[src/core/rail_regs_pkg.sv]
// Register map, reset values and field layout of the rail limits bank.
// Shared by the bank and its per-rail temperature adjust module.
package rail_regs_pkg;
  localparam logic [7:0] ADDR_RAIL2_TEMPERATURE_LIMIT = 8'hCB;
  localparam logic [7:0] ADDR_RAIL1_LOADLINE = 8'hCC;
  localparam logic [7:0] ADDR_RAIL2_LOADLINE = 8'hCD;
  localparam logic [7:0] ADDR_RAIL1_FAST_SLEW = 8'hCE;
  localparam logic [7:0] ADDR_RAIL2_FAST_SLEW = 8'hCF;
  localparam logic [7:0] ADDR_RAIL1_SLOW_SLEW = 8'hD0;
  localparam logic [7:0] ADDR_RAIL2_SLOW_SLEW = 8'hD1;
  localparam logic [7:0] ADDR_RAIL1_STARTUP_VOLTAGE = 8'hD2;
  localparam logic [7:0] ADDR_RAIL2_STARTUP_VOLTAGE = 8'hD3;
  localparam logic [7:0] ADDR_RAIL1_TOLERANCE = 8'hD4;
  localparam logic [7:0] ADDR_RAIL2_TOLERANCE = 8'hD5;
  localparam logic [7:0] ADDR_RAIL1_CURRENT_OFFSET = 8'hD6;
  localparam logic [7:0] ADDR_RAIL2_CURRENT_OFFSET = 8'hD7;
  localparam logic [7:0] ADDR_RAIL1_TEMPERATURE_TRIM = 8'hD8;
  localparam logic [7:0] ADDR_RAIL2_TEMPERATURE_TRIM = 8'hD9;

  localparam logic [7:0] RESET_TEMPERATURE_LIMIT = 8'h6E;
  localparam logic [7:0] RESET_STARTUP_VOLTAGE = 8'h00;
  localparam logic [7:0] RESET_TEMPERATURE_TRIM = 8'h00;
  localparam logic [7:0] VALUE_UNSUPPORTED = 8'h00;
  localparam logic [7:0] VALUE_FAST_SLEW = 8'h0D;
  localparam logic [7:0] VALUE_SLOW_SLEW = 8'h03;
  localparam logic [7:0] VALUE_UNMAPPED = 8'h00;
  // Voltage code for 1.0 V, same coding as the voltage-code table
  localparam logic [7:0] VOLTAGE_CODE_1V0 = 8'h97;

  localparam int TRIM_SIGN_BIT = 5;
  localparam int TRIM_MAG_MSB = 4;
  localparam int TRIM_WIDTH = 6;
  localparam logic [7:0] TRIM_WRITE_MASK = 8'hFF;
endpackage

[src/core/temp_adjust_if.sv]
// Carrier between the bank and one rail's temperature adjust module.
// Assumes one clock; all signals are plain levels.
`timescale 1ns/100ps
interface temp_adjust_if;
  logic [7:0] raw_temperature;
  logic [7:0] trim;
  logic [7:0] limit;
  logic [7:0] adjusted_temperature;
  logic alarm;
  modport bank (output raw_temperature, output trim, output limit,
    input adjusted_temperature, input alarm);
  modport adjust (input raw_temperature, input trim, input limit,
    output adjusted_temperature, output alarm);
endinterface

[src/core/rail_limits_config_regs.sv]
// Per-rail limits, capability and startup-voltage register bank.
// Assumes both host ports deliver one-cycle strobes synchronous to clk.
// Overview of operation
// - 8-bit limit; alarm when temperature reaches it
// - Limit resets to resistor value or 110
// - Loadline, tolerance, current offset read zero
// - Fast slew capability reads constant 13
// - Slow slew capability reads constant 3
// - Startup voltage resets zero; serial bus read-only
// - Startup voltage uses voltage-code table coding
// - Trim is 6-bit sign-magnitude, reserved bits
`timescale 1ns/100ps
module rail_limits_config_regs
  import rail_regs_pkg::*;
(
  // Clock and reset
  input wire logic clk,
  input wire logic rstn,
  // Limit resistor strap, sampled after reset release
  input wire logic temperature_limit_resistor_valid,
  input wire logic [7:0] temperature_limit_resistor,
  // SMBus register port
  input wire logic smbus_write,
  input wire logic smbus_read,
  input wire logic [7:0] smbus_address,
  input wire logic [7:0] smbus_write_data,
  output logic [7:0] smbus_read_data,
  // Serial voltage id bus register port
  input wire logic serial_voltage_id_bus_write,
  input wire logic serial_voltage_id_bus_read,
  input wire logic [7:0] serial_voltage_id_bus_address,
  input wire logic [7:0] serial_voltage_id_bus_write_data,
  output logic [7:0] serial_voltage_id_bus_read_data,
  // Measured rail temperatures
  input wire logic [7:0] rail1_temperature,
  input wire logic [7:0] rail2_temperature,
  // Block outputs
  output logic [7:0] rail1_adjusted_temperature,
  output logic [7:0] rail2_adjusted_temperature,
  output logic overheat_alarm,
  output logic [7:0] rail1_startup_code,
  output logic [7:0] rail2_startup_code
);
  logic [7:0] rail2_temperature_limit;
  logic [7:0] rail1_startup_voltage;
  logic [7:0] rail2_startup_voltage;
  logic [7:0] rail1_temperature_trim;
  logic [7:0] rail2_temperature_trim;
  logic strap_pending;
  logic [7:0] smbus_view;
  logic [7:0] serial_view;
  logic limit_write;
  logic startup1_write;
  logic startup2_write;
  logic trim1_write;
  logic trim2_write;

  temp_adjust_if rail1_link ();
  temp_adjust_if rail2_link ();

  // Rail 1 limit lives outside this bank; alarm only uses rail 2 here
  // Rail 1 alarm is computed but left unread at this level
  assign rail1_link.raw_temperature = rail1_temperature;
  assign rail1_link.trim = rail1_temperature_trim;
  assign rail1_link.limit = 8'hFF;
  assign rail2_link.raw_temperature = rail2_temperature;
  assign rail2_link.trim = rail2_temperature_trim;
  assign rail2_link.limit = rail2_temperature_limit;

  rail_temp_adjust rail1_adjust (
    .clk(clk),
    .rstn(rstn),
    .port(rail1_link.adjust)
  );

  rail_temp_adjust rail2_adjust (
    .clk(clk),
    .rstn(rstn),
    .port(rail2_link.adjust)
  );

  assign rail1_adjusted_temperature = rail1_link.adjusted_temperature;
  assign rail2_adjusted_temperature = rail2_link.adjusted_temperature;
  assign overheat_alarm = rail2_link.alarm;

  // Catch the strap once, one cycle after reset release
  always_ff @(posedge clk) begin
    if (!rstn) begin
      strap_pending <= 1'b1;
    end else begin
      strap_pending <= 1'b0;
    end
  end

  // SMBus write decode; read-only and unmapped addresses select nothing
  always_comb begin
    limit_write = 1'b0;
    startup1_write = 1'b0;
    startup2_write = 1'b0;
    trim1_write = 1'b0;
    trim2_write = 1'b0;
    if (smbus_address == ADDR_RAIL2_TEMPERATURE_LIMIT) begin
      limit_write = smbus_write;
    end else if (smbus_address == ADDR_RAIL1_STARTUP_VOLTAGE) begin
      startup1_write = smbus_write;
    end else if (smbus_address == ADDR_RAIL2_STARTUP_VOLTAGE) begin
      startup2_write = smbus_write;
    end else if (smbus_address == ADDR_RAIL1_TEMPERATURE_TRIM) begin
      trim1_write = smbus_write;
    end else if (smbus_address == ADDR_RAIL2_TEMPERATURE_TRIM) begin
      trim2_write = smbus_write;
    end
  end

  // Temperature limit: default, then strap, then SMBus overwrites
  always_ff @(posedge clk) begin
    if (!rstn) begin
      rail2_temperature_limit <= RESET_TEMPERATURE_LIMIT;
    end else if (limit_write) begin
      rail2_temperature_limit <= smbus_write_data;
    end else if (strap_pending && temperature_limit_resistor_valid) begin
      rail2_temperature_limit <= temperature_limit_resistor;
    end
  end

  // Rail 1 startup voltage; serial writes never reach it
  always_ff @(posedge clk) begin
    if (!rstn) begin
      rail1_startup_voltage <= RESET_STARTUP_VOLTAGE;
    end else if (startup1_write) begin
      rail1_startup_voltage <= smbus_write_data;
    end
  end

  // Rail 2 startup voltage, same rules as rail 1
  always_ff @(posedge clk) begin
    if (!rstn) begin
      rail2_startup_voltage <= RESET_STARTUP_VOLTAGE;
    end else if (startup2_write) begin
      rail2_startup_voltage <= smbus_write_data;
    end
  end

  // Codes pass straight through in voltage-code table form
  assign rail1_startup_code = rail1_startup_voltage;
  assign rail2_startup_code = rail2_startup_voltage;

  // Rail 1 trim: reserved bits 7:6 kept read/write, reset to zero
  always_ff @(posedge clk) begin
    if (!rstn) begin
      rail1_temperature_trim <= RESET_TEMPERATURE_TRIM;
    end else if (trim1_write) begin
      rail1_temperature_trim <= smbus_write_data & TRIM_WRITE_MASK;
    end
  end

  // Rail 2 trim, same layout as rail 1
  always_ff @(posedge clk) begin
    if (!rstn) begin
      rail2_temperature_trim <= RESET_TEMPERATURE_TRIM;
    end else if (trim2_write) begin
      rail2_temperature_trim <= smbus_write_data & TRIM_WRITE_MASK;
    end
  end

  // Common read decode; unmapped addresses return zero
  function automatic logic [7:0] read_view(input logic [7:0] addr);
    logic [7:0] value;
    value = VALUE_UNMAPPED;
    if (addr == ADDR_RAIL2_TEMPERATURE_LIMIT) begin
      value = rail2_temperature_limit;
    end else if (addr == ADDR_RAIL1_LOADLINE ||
                 addr == ADDR_RAIL2_LOADLINE ||
                 addr == ADDR_RAIL1_TOLERANCE ||
                 addr == ADDR_RAIL2_TOLERANCE ||
                 addr == ADDR_RAIL1_CURRENT_OFFSET ||
                 addr == ADDR_RAIL2_CURRENT_OFFSET) begin
      value = VALUE_UNSUPPORTED;
    end else if (addr == ADDR_RAIL1_FAST_SLEW ||
                 addr == ADDR_RAIL2_FAST_SLEW) begin
      value = VALUE_FAST_SLEW;
    end else if (addr == ADDR_RAIL1_SLOW_SLEW ||
                 addr == ADDR_RAIL2_SLOW_SLEW) begin
      value = VALUE_SLOW_SLEW;
    end else if (addr == ADDR_RAIL1_STARTUP_VOLTAGE) begin
      value = rail1_startup_voltage;
    end else if (addr == ADDR_RAIL2_STARTUP_VOLTAGE) begin
      value = rail2_startup_voltage;
    end else if (addr == ADDR_RAIL1_TEMPERATURE_TRIM) begin
      value = rail1_temperature_trim;
    end else if (addr == ADDR_RAIL2_TEMPERATURE_TRIM) begin
      value = rail2_temperature_trim;
    end
    return value;
  endfunction

  // Read views; always_comb also follows registers read in the function
  always_comb begin
    smbus_view = read_view(smbus_address);
  end

  always_comb begin
    serial_view = read_view(serial_voltage_id_bus_address);
  end

  // Read data held until the next read on the same port
  always_ff @(posedge clk) begin
    if (!rstn) begin
      smbus_read_data <= 8'h00;
    end else if (smbus_read) begin
      smbus_read_data <= smbus_view;
    end
  end

  // Serial bus sees all registers read-only
  // Its write strobe and data are never decoded, so writes vanish
  always_ff @(posedge clk) begin
    if (!rstn) begin
      serial_voltage_id_bus_read_data <= 8'h00;
    end else if (serial_voltage_id_bus_read) begin
      serial_voltage_id_bus_read_data <= serial_view;
    end
  end
endmodule

[src/core/rail_temp_adjust.sv]
// Applies one rail's sign-magnitude trim and compares against the limit.
// Assumes temperatures are synchronous to clk; outputs are registered.
`timescale 1ns/100ps
module rail_temp_adjust
  import rail_regs_pkg::*;
(
  // Clock and reset
  input wire logic clk,
  input wire logic rstn,
  // Bank side
  temp_adjust_if.adjust port
);
  logic [9:0] sum;
  logic [7:0] next_adjusted;
  logic [4:0] magnitude;

  // Signed add, saturated to 0..255 so a wrap cannot hide a hot rail
  always_comb begin
    magnitude = port.trim[TRIM_MAG_MSB:0];
    if (port.trim[TRIM_SIGN_BIT]) begin
      sum = {2'b00, port.raw_temperature} - {5'h00, magnitude};
    end else begin
      sum = {2'b00, port.raw_temperature} + {5'h00, magnitude};
    end
    if (sum[9]) begin
      next_adjusted = 8'h00;
    end else if (sum[8]) begin
      next_adjusted = 8'hFF;
    end else begin
      next_adjusted = sum[7:0];
    end
  end

  // Adjusted reading and alarm at or above the limit
  always_ff @(posedge clk) begin
    if (!rstn) begin
      port.adjusted_temperature <= 8'h00;
      port.alarm <= 1'b0;
    end else begin
      port.adjusted_temperature <= next_adjusted;
      port.alarm <= (next_adjusted >= port.limit);
    end
  end
endmodule

[config.mk]
export PLATFORM = sky130hd
export DESIGN_NAME = rail_limits_config_regs
export DESIGN_NICKNAME = d
export VERILOG_FILES = /design/src/core/rail_regs_pkg.sv /design/src/core/temp_adjust_if.sv /design/src/core/rail_limits_config_regs.sv /design/src/core/rail_temp_adjust.sv
export SDC_FILE = /design/constraint.sdc
export NUM_CORES = 1
export LEC_CHECK = 0
export BUFFER_PORTS_ARGS = -buffer_cell sky130_fd_sc_hd__buf_2
export CORE_ASPECT_RATIO = 1.1
export CORE_MARGIN = 2
export CORE_UTILIZATION = 24
export CTS_BUF_LIST = sky130_fd_sc_hd__clkbuf_16
export DETAILED_ROUTE_END_ITERATION = 8
export PLACE_DENSITY = 0.4
export SYNTH_ARGS = -nofsm -noshare
export SYNTH_HDL_FRONTEND = slang
export SYNTH_SLANG_ARGS = --single-unit
export TNS_END_PERCENT = 100
[constraint.sdc]
create_clock -name clk -period 3.5 [get_ports clk]
set_input_delay 0.7 -clock clk [delete_from_list [all_inputs] [get_ports clk]]
set_output_delay 0.7 -clock clk [all_outputs]
set_load 0.02 [all_outputs]
# Yosys cells after proc, flatten, opt, wreduce, memory -nomap -nowiden
# Index checks and enable logic that the tools add are counted.
dict set report totals {
  ff_bits 74
  inputBits 63
  word_cells 103
  out_inout_bits 49
}
dict set report op_classes {
  eq_ne 30
  n_addsub 4
  n_mux 39
  n_reduce_logical 17
  order_cmp 1
  bitwise_logic 1
}
# cell n
set ops {}
lappend ops {{equality test 8 bit, second input constant} 30}
lappend ops {{2-to-1 mux 8 bit} 21}
lappend ops {{2-to-1 mux 10 bit} 2}
lappend ops {{adder 8 x 5 -> 9 bit} 2}
lappend ops {{subtractor 8 x 5 -> 9 bit} 2}
lappend ops {{2-to-1 mux 1 bit} 16}
lappend ops {{logical OR 1 bit} 14}
lappend ops {{greater-or-equal comparator 8 bit} 1}
lappend ops {{nonzero test 2 bit} 1}
lappend ops {{OR reduction 2 bit} 1}
lappend ops {{logical AND 1 bit} 1}
lappend ops {{inverter 1 bit} 1}

# Depth between registers and ports, before layout
dict set report depth {
  word_depth 9
  mapped_depth 13
  ltp_nobuf 13
}

# Hierarchy
# From an unflattened synthesis, not the netlist that was laid out.
dict set report hier_totals {
  hier_cells 595
  hier_area_um2 5047.3
}
# mod instances seq_area_each_um2 cells_each area_each_um2
set by_module_without_submodules {}
lappend by_module_without_submodules {rail_limits_config_regs 1 1141.1 329 2920.3}
lappend by_module_without_submodules {rail_temp_adjust 2 180.2 133 1063.5}

# Worst setup path before layout
# OpenSTA, ideal clock, no wires.
dict set report synth_timing {
  path_kind {input to register}
  from {input rail2_temperature[0]}
  to {register rail2_adjust.port.alarm}
  path_buffers 0
  setup_time_ns 0.126
  required_ns 3.374
  path_slack_ns 0.468
  arrival_ns 2.906
  cell_stages 12
  cell_sequence {inv_1 -> ha_1 -> fa_1 -> nor2b_1 -> o211ai_1 -> and2_1 -> nor3_1 -> a211oi_1 -> ha_1 -> or3_1 -> a31oi_1 -> a31oi_1}
}
dict set report synth_between {
  elab_chain_cells 5
  word_cells_on_any_way 6
  classes_between {add/sub (2); order compare (1); mux (3)}
}
# item line_no
set synth_rtl {}
lappend synth_rtl {{start: declaration} rail_limits_config_regs.sv:36} ;# input wire logic [7:0] rail2_temperature,
lappend synth_rtl {{adder 8 x 5 -> 9 bit or subtractor 8 x 5 -> 9 bit (tied branches)} {rail_temp_adjust.sv:23, rail_temp_adjust.sv:21}}
lappend synth_rtl {{2-to-1 mux 10 bit *} rail_temp_adjust.sv:20} ;# if (port.trim[TRIM_SIGN_BIT]) begin
lappend synth_rtl {{2-to-1 mux 8 bit} rail_temp_adjust.sv:27} ;# end else if (sum[8]) begin
lappend synth_rtl {{2-to-1 mux 8 bit *} rail_temp_adjust.sv:25} ;# if (sum[9]) begin
lappend synth_rtl {{via rail2_adjust.next_adjusted[6]} rail_temp_adjust.sv:14} ;# logic [7:0] next_adjusted;
lappend synth_rtl {{greater-or-equal comparator 8 bit *} rail_temp_adjust.sv:41} ;# port.alarm <= (next_adjusted >= port.limit);
lappend synth_rtl {{end signal: assignment} rail_temp_adjust.sv:41}
lappend synth_rtl {{end: declaration} temp_adjust_if.sv:13} ;# output adjusted_temperature, output alarm);
# Mark *: on every way through the listed nets, which the timed path passes. The rest lies on a longest branch.
# A chain may end at the register's enable or synchronous reset.

# Worst setup path in the final report
dict set report layout_timing {
  from {register rail2_temperature_trim[4] (netlist: rail2_link.trim[4])}
  to {register rail2_adjust.port.alarm}
}
dict set report layout_between {
  elab_chain_cells 5
  word_cells_on_any_way 6
  classes_between {add/sub (2); order compare (1); mux (3)}
}
# item line_no
set layout_rtl {}
lappend layout_rtl {{start: declaration} rail_limits_config_regs.sv:48} ;# logic [7:0] rail2_temperature_trim;
lappend layout_rtl {{start signal: assignment} rail_limits_config_regs.sv:162} ;# rail2_temperature_trim <= smbus_write_data & TRIM_WRITE_MASK;
lappend layout_rtl {{adder 8 x 5 -> 9 bit or subtractor 8 x 5 -> 9 bit (tied branches)} {rail_temp_adjust.sv:23, rail_temp_adjust.sv:21}}
lappend layout_rtl {{2-to-1 mux 10 bit *} rail_temp_adjust.sv:20}
lappend layout_rtl {{2-to-1 mux 8 bit} rail_temp_adjust.sv:27}
lappend layout_rtl {{2-to-1 mux 8 bit *} rail_temp_adjust.sv:25}
lappend layout_rtl {{via rail2_adjust.next_adjusted[7]} rail_temp_adjust.sv:14}
lappend layout_rtl {{greater-or-equal comparator 8 bit *} rail_temp_adjust.sv:41}
# Marked as above.

==> summary.md <==
| Metric | Value |
|---|---|
| Area leader, netlist | dfxtp_1 |
| Layout net count | 751 |
| Total global routing overflow | 0 |
| Worst-path clk slew | 0.06 ns |
| Synth Cell Area | 0.004668 mm2 |
| Register area share after synthesis | 31.73% |
| Final wirelength | 16600 um |
| Crit Path Max Fanout | 9 |
| Top Layer Used | met5 |
| Worst-case clock buffer depth | 2 |
| Startpoint types | flip-flop |
| Row cnt | 53 |
| Clk Tree Root Cell | clkbuf_16 |
| Final hold viol count | 0 |
| TNS Setup | 0 ns |
| Port Buffers | 102 |
| 1st-iter DRT viols | 318 |
| Slew margin rel. | 45.75% |
| Power Dens Cells | 368.4 mW/mm2 |
| RSZ-0062 raised after global routing | no |
| DR vias/cell | 5.069 |
| Status | completed |
| Area growth syn-to-layout | 22.46% |
| Clk sinks | 74 |
| Final HPWL DP | 12750 um |
| Syn Nets | 657 |
| Die area | 0.02058 mm2 |
| Static leakage | 0.002391 uW |
| Fin crit share | 87.56% |
| GP Congestion | 0.8315 |
| Leading post-synthesis cells by cell area | dfxtp_1, mux2i_1, ha_1, a21oi_1, o21ai_0 |
| Max Clock Freq | 326.3 MHz |
| DR vias | 4603 |
| Fin Hold WS | 0.4979 ns |
| Critical path arrival | 3.29 ns |
| Slew @ Worst Pin | 0.8128 ns |
| Top-count cell post-synth | dfxtp_1 |
| Setup bufs post-CTS | 0 |
| Core Area | 0.01910 mm2 |
| Setup violators final | 0 |
| Drt first pass iters | 7 |
| DR WL met3 | 809 um |
| Skew final | 0.01253 ns |
| Residual DRC count | 0 |
| Antenna violations before repair | 1 |
| Fillers | 2100 |
| Vias in the first global route | 4611 |
| Layout cells sized above 1 | 21.63% |
| CTS Hold Bufs | 0 |
| CTS resizes | 0 |
| DR WL/cell | 18.29 um |
| Met2 WL | 7472 um |
| Clk_lat worst skew | 0.35 ns |
| Final min period | 3.064 ns |
| VDD IR-drop max | 0.0002099 V |
| Max Cap Violations | 0 |
| Post-synth top cells | dfxtp_1, a21oi_1, nor2_1 |
| Seq cells post-synth | 74 |
| Syn Inst Count | 562 |
| Post-synthesis cell type count | 70 |
| Die Wd | 137.0 um |
| Final Max Tran Viols | 0 |
| CTS tree | built |
| Worst setup EP type | flip-flop |
| CTS Buf Count | 9 |
| Antenna Nets Post-Route | 0 |
| WHS Path Cells | 2 |
| Largest net degree at the start of global routing | 25 |
| Synth warn | 0 |
| Depth of the worst register-to-register path | 11 |
| Syn Area/Cell | 8.306 um2 |
| Worst hold path type | flip-flop to flip-flop |
| CP Data Required Time | 3.72 ns |
| Effective utilization at floorplan | 24.44% |
| Synth async-reset ratio | 0% |
| Global-route wire length before repair | 26080 um |
| H-tree levels | 3 |
| Metal-1 WL | 7676 um |
| Synth top area share | 31.73% |
| Total track usage | 16.78% |
| Ant. Diodes | 0 |
| Crit path kind | flip-flop to flip-flop |
| I/O pin cnt | 112 |
| Post-synth EDFFs | 0 |
| Top FF cell, synth | dfxtp_1 |
| Die height | 150.3 um |
-- final timing paths --
path	startpoint	endpoint	slack, ns
hold / removal	serial_voltage_id_bus_read_data[2]	serial_voltage_id_bus_read_data[2]	0.50
setup reg to reg	rail2_link.trim[4]	rail2_adjust.port.alarm	0.44
setup / recovery	rail2_link.trim[4]	rail2_adjust.port.alarm	0.44
hold reg to reg	serial_voltage_id_bus_read_data[2]	serial_voltage_id_bus_read_data[2]	0.50
-- power by group --
group	switching (uW)	leakage, uW	internal [uW]
Combinational	182	0.00165	102
Clock	386	0.000139	551
Sequential	17.3	0.000605	869
Total	585	0.00239	1520
-- layer usage --
metal	track usage (%)	vias to the layer above
met4	9.021	2
met2	25.87	170
met1	22.38	2158
li1	-	2233
met5	0	-
met3	2.626	40
-- cell type report --
class                           count  area, um2  share of cell area [%]
Tap cell                          247      309.0                   5.406
Timing Repair Buffer              108      555.5                   9.718
Sequential cell                    74       1481                   25.91
Multi-Input combinational cell    428       2944                   51.50
Inverter                           35      131.4                   2.298
Clock buffer                        9      225.2                   3.940
Clock inverter                      7      70.07                   1.226
-- placed cells by master (no fill, tap or decap), types with 4 or more instances in the layout --
cell	n
a21o_1	5
o22ai_1	4
dfxtp_1	74
clkbuf_16	9
a311oi_1	5
buf_2	102
a211oi_1	16
nand3_1	9
o21ai_0	45
nand2b_1	7
a31oi_1	4
nor2_1	55
nor3b_1	5
nor3_1	11
nor2b_1	11
mux2i_1	39
ha_1	28
nand2_1	39
a21oi_1	57
and3_1	7
inv_1	35
o211ai_1	4
buf_4	6
o221ai_1	8
fa_1	4
-- logic make-up after synthesis --
kind of cell             Yosys count  synth area share, %
flip-flops                        74                31.73
AND/OR/NAND/NOR                  168                19.03
XOR/XNOR                           4               0.7506
buffers and inverters             60                5.199
adder cells (fa/ha/maj)           32                9.220
AO/OA/AOI/OAI                    183                25.22
multiplexers                      41                8.845
-- sequential cells by signal (all words and copies together) (netlist names) --
register and count:
rail1_adjust.port.adjusted_temperature 8, rail2_link.trim 8, rail2_adjust.port.adjusted_temperature 8, rail2_link.limit 8
strap_pending 1, rail2_adjust.port.alarm 1, rail1_startup_code 8, rail2_startup_code 8
rail1_link.trim 8, serial_voltage_id_bus_read_data 8, smbus_read_data 8
-- metrics by stage --
step,instances,total power [uW],util [%],setup WS (ns),instance area (um2)
finish,908,2106,29.93,0.4355,5717
global placement,892,1186,28.39,0.1386,5421
detailed placement,892,1190,28.39,0.1232,5421
CTS,908,2143,29.93,0.4457,5717
floorplan,562,1063,-,0.4679,4668
global route,908,2205,29.93,0.2498,5717
-- worst max-delay path: stages, from the launching register on --
cell      delay, ns
dfxtp_1        0.44
inv_1          0.07
ha_1           0.47
inv_1          0.12
a21o_1         0.18
o311ai_0       0.53
and3_1         0.27
nor3_1         0.07
ha_1           0.23
or3_1          0.31
a31oi_1        0.16
a31oi_1        0.10
Power figures use the tool's default switching activity.
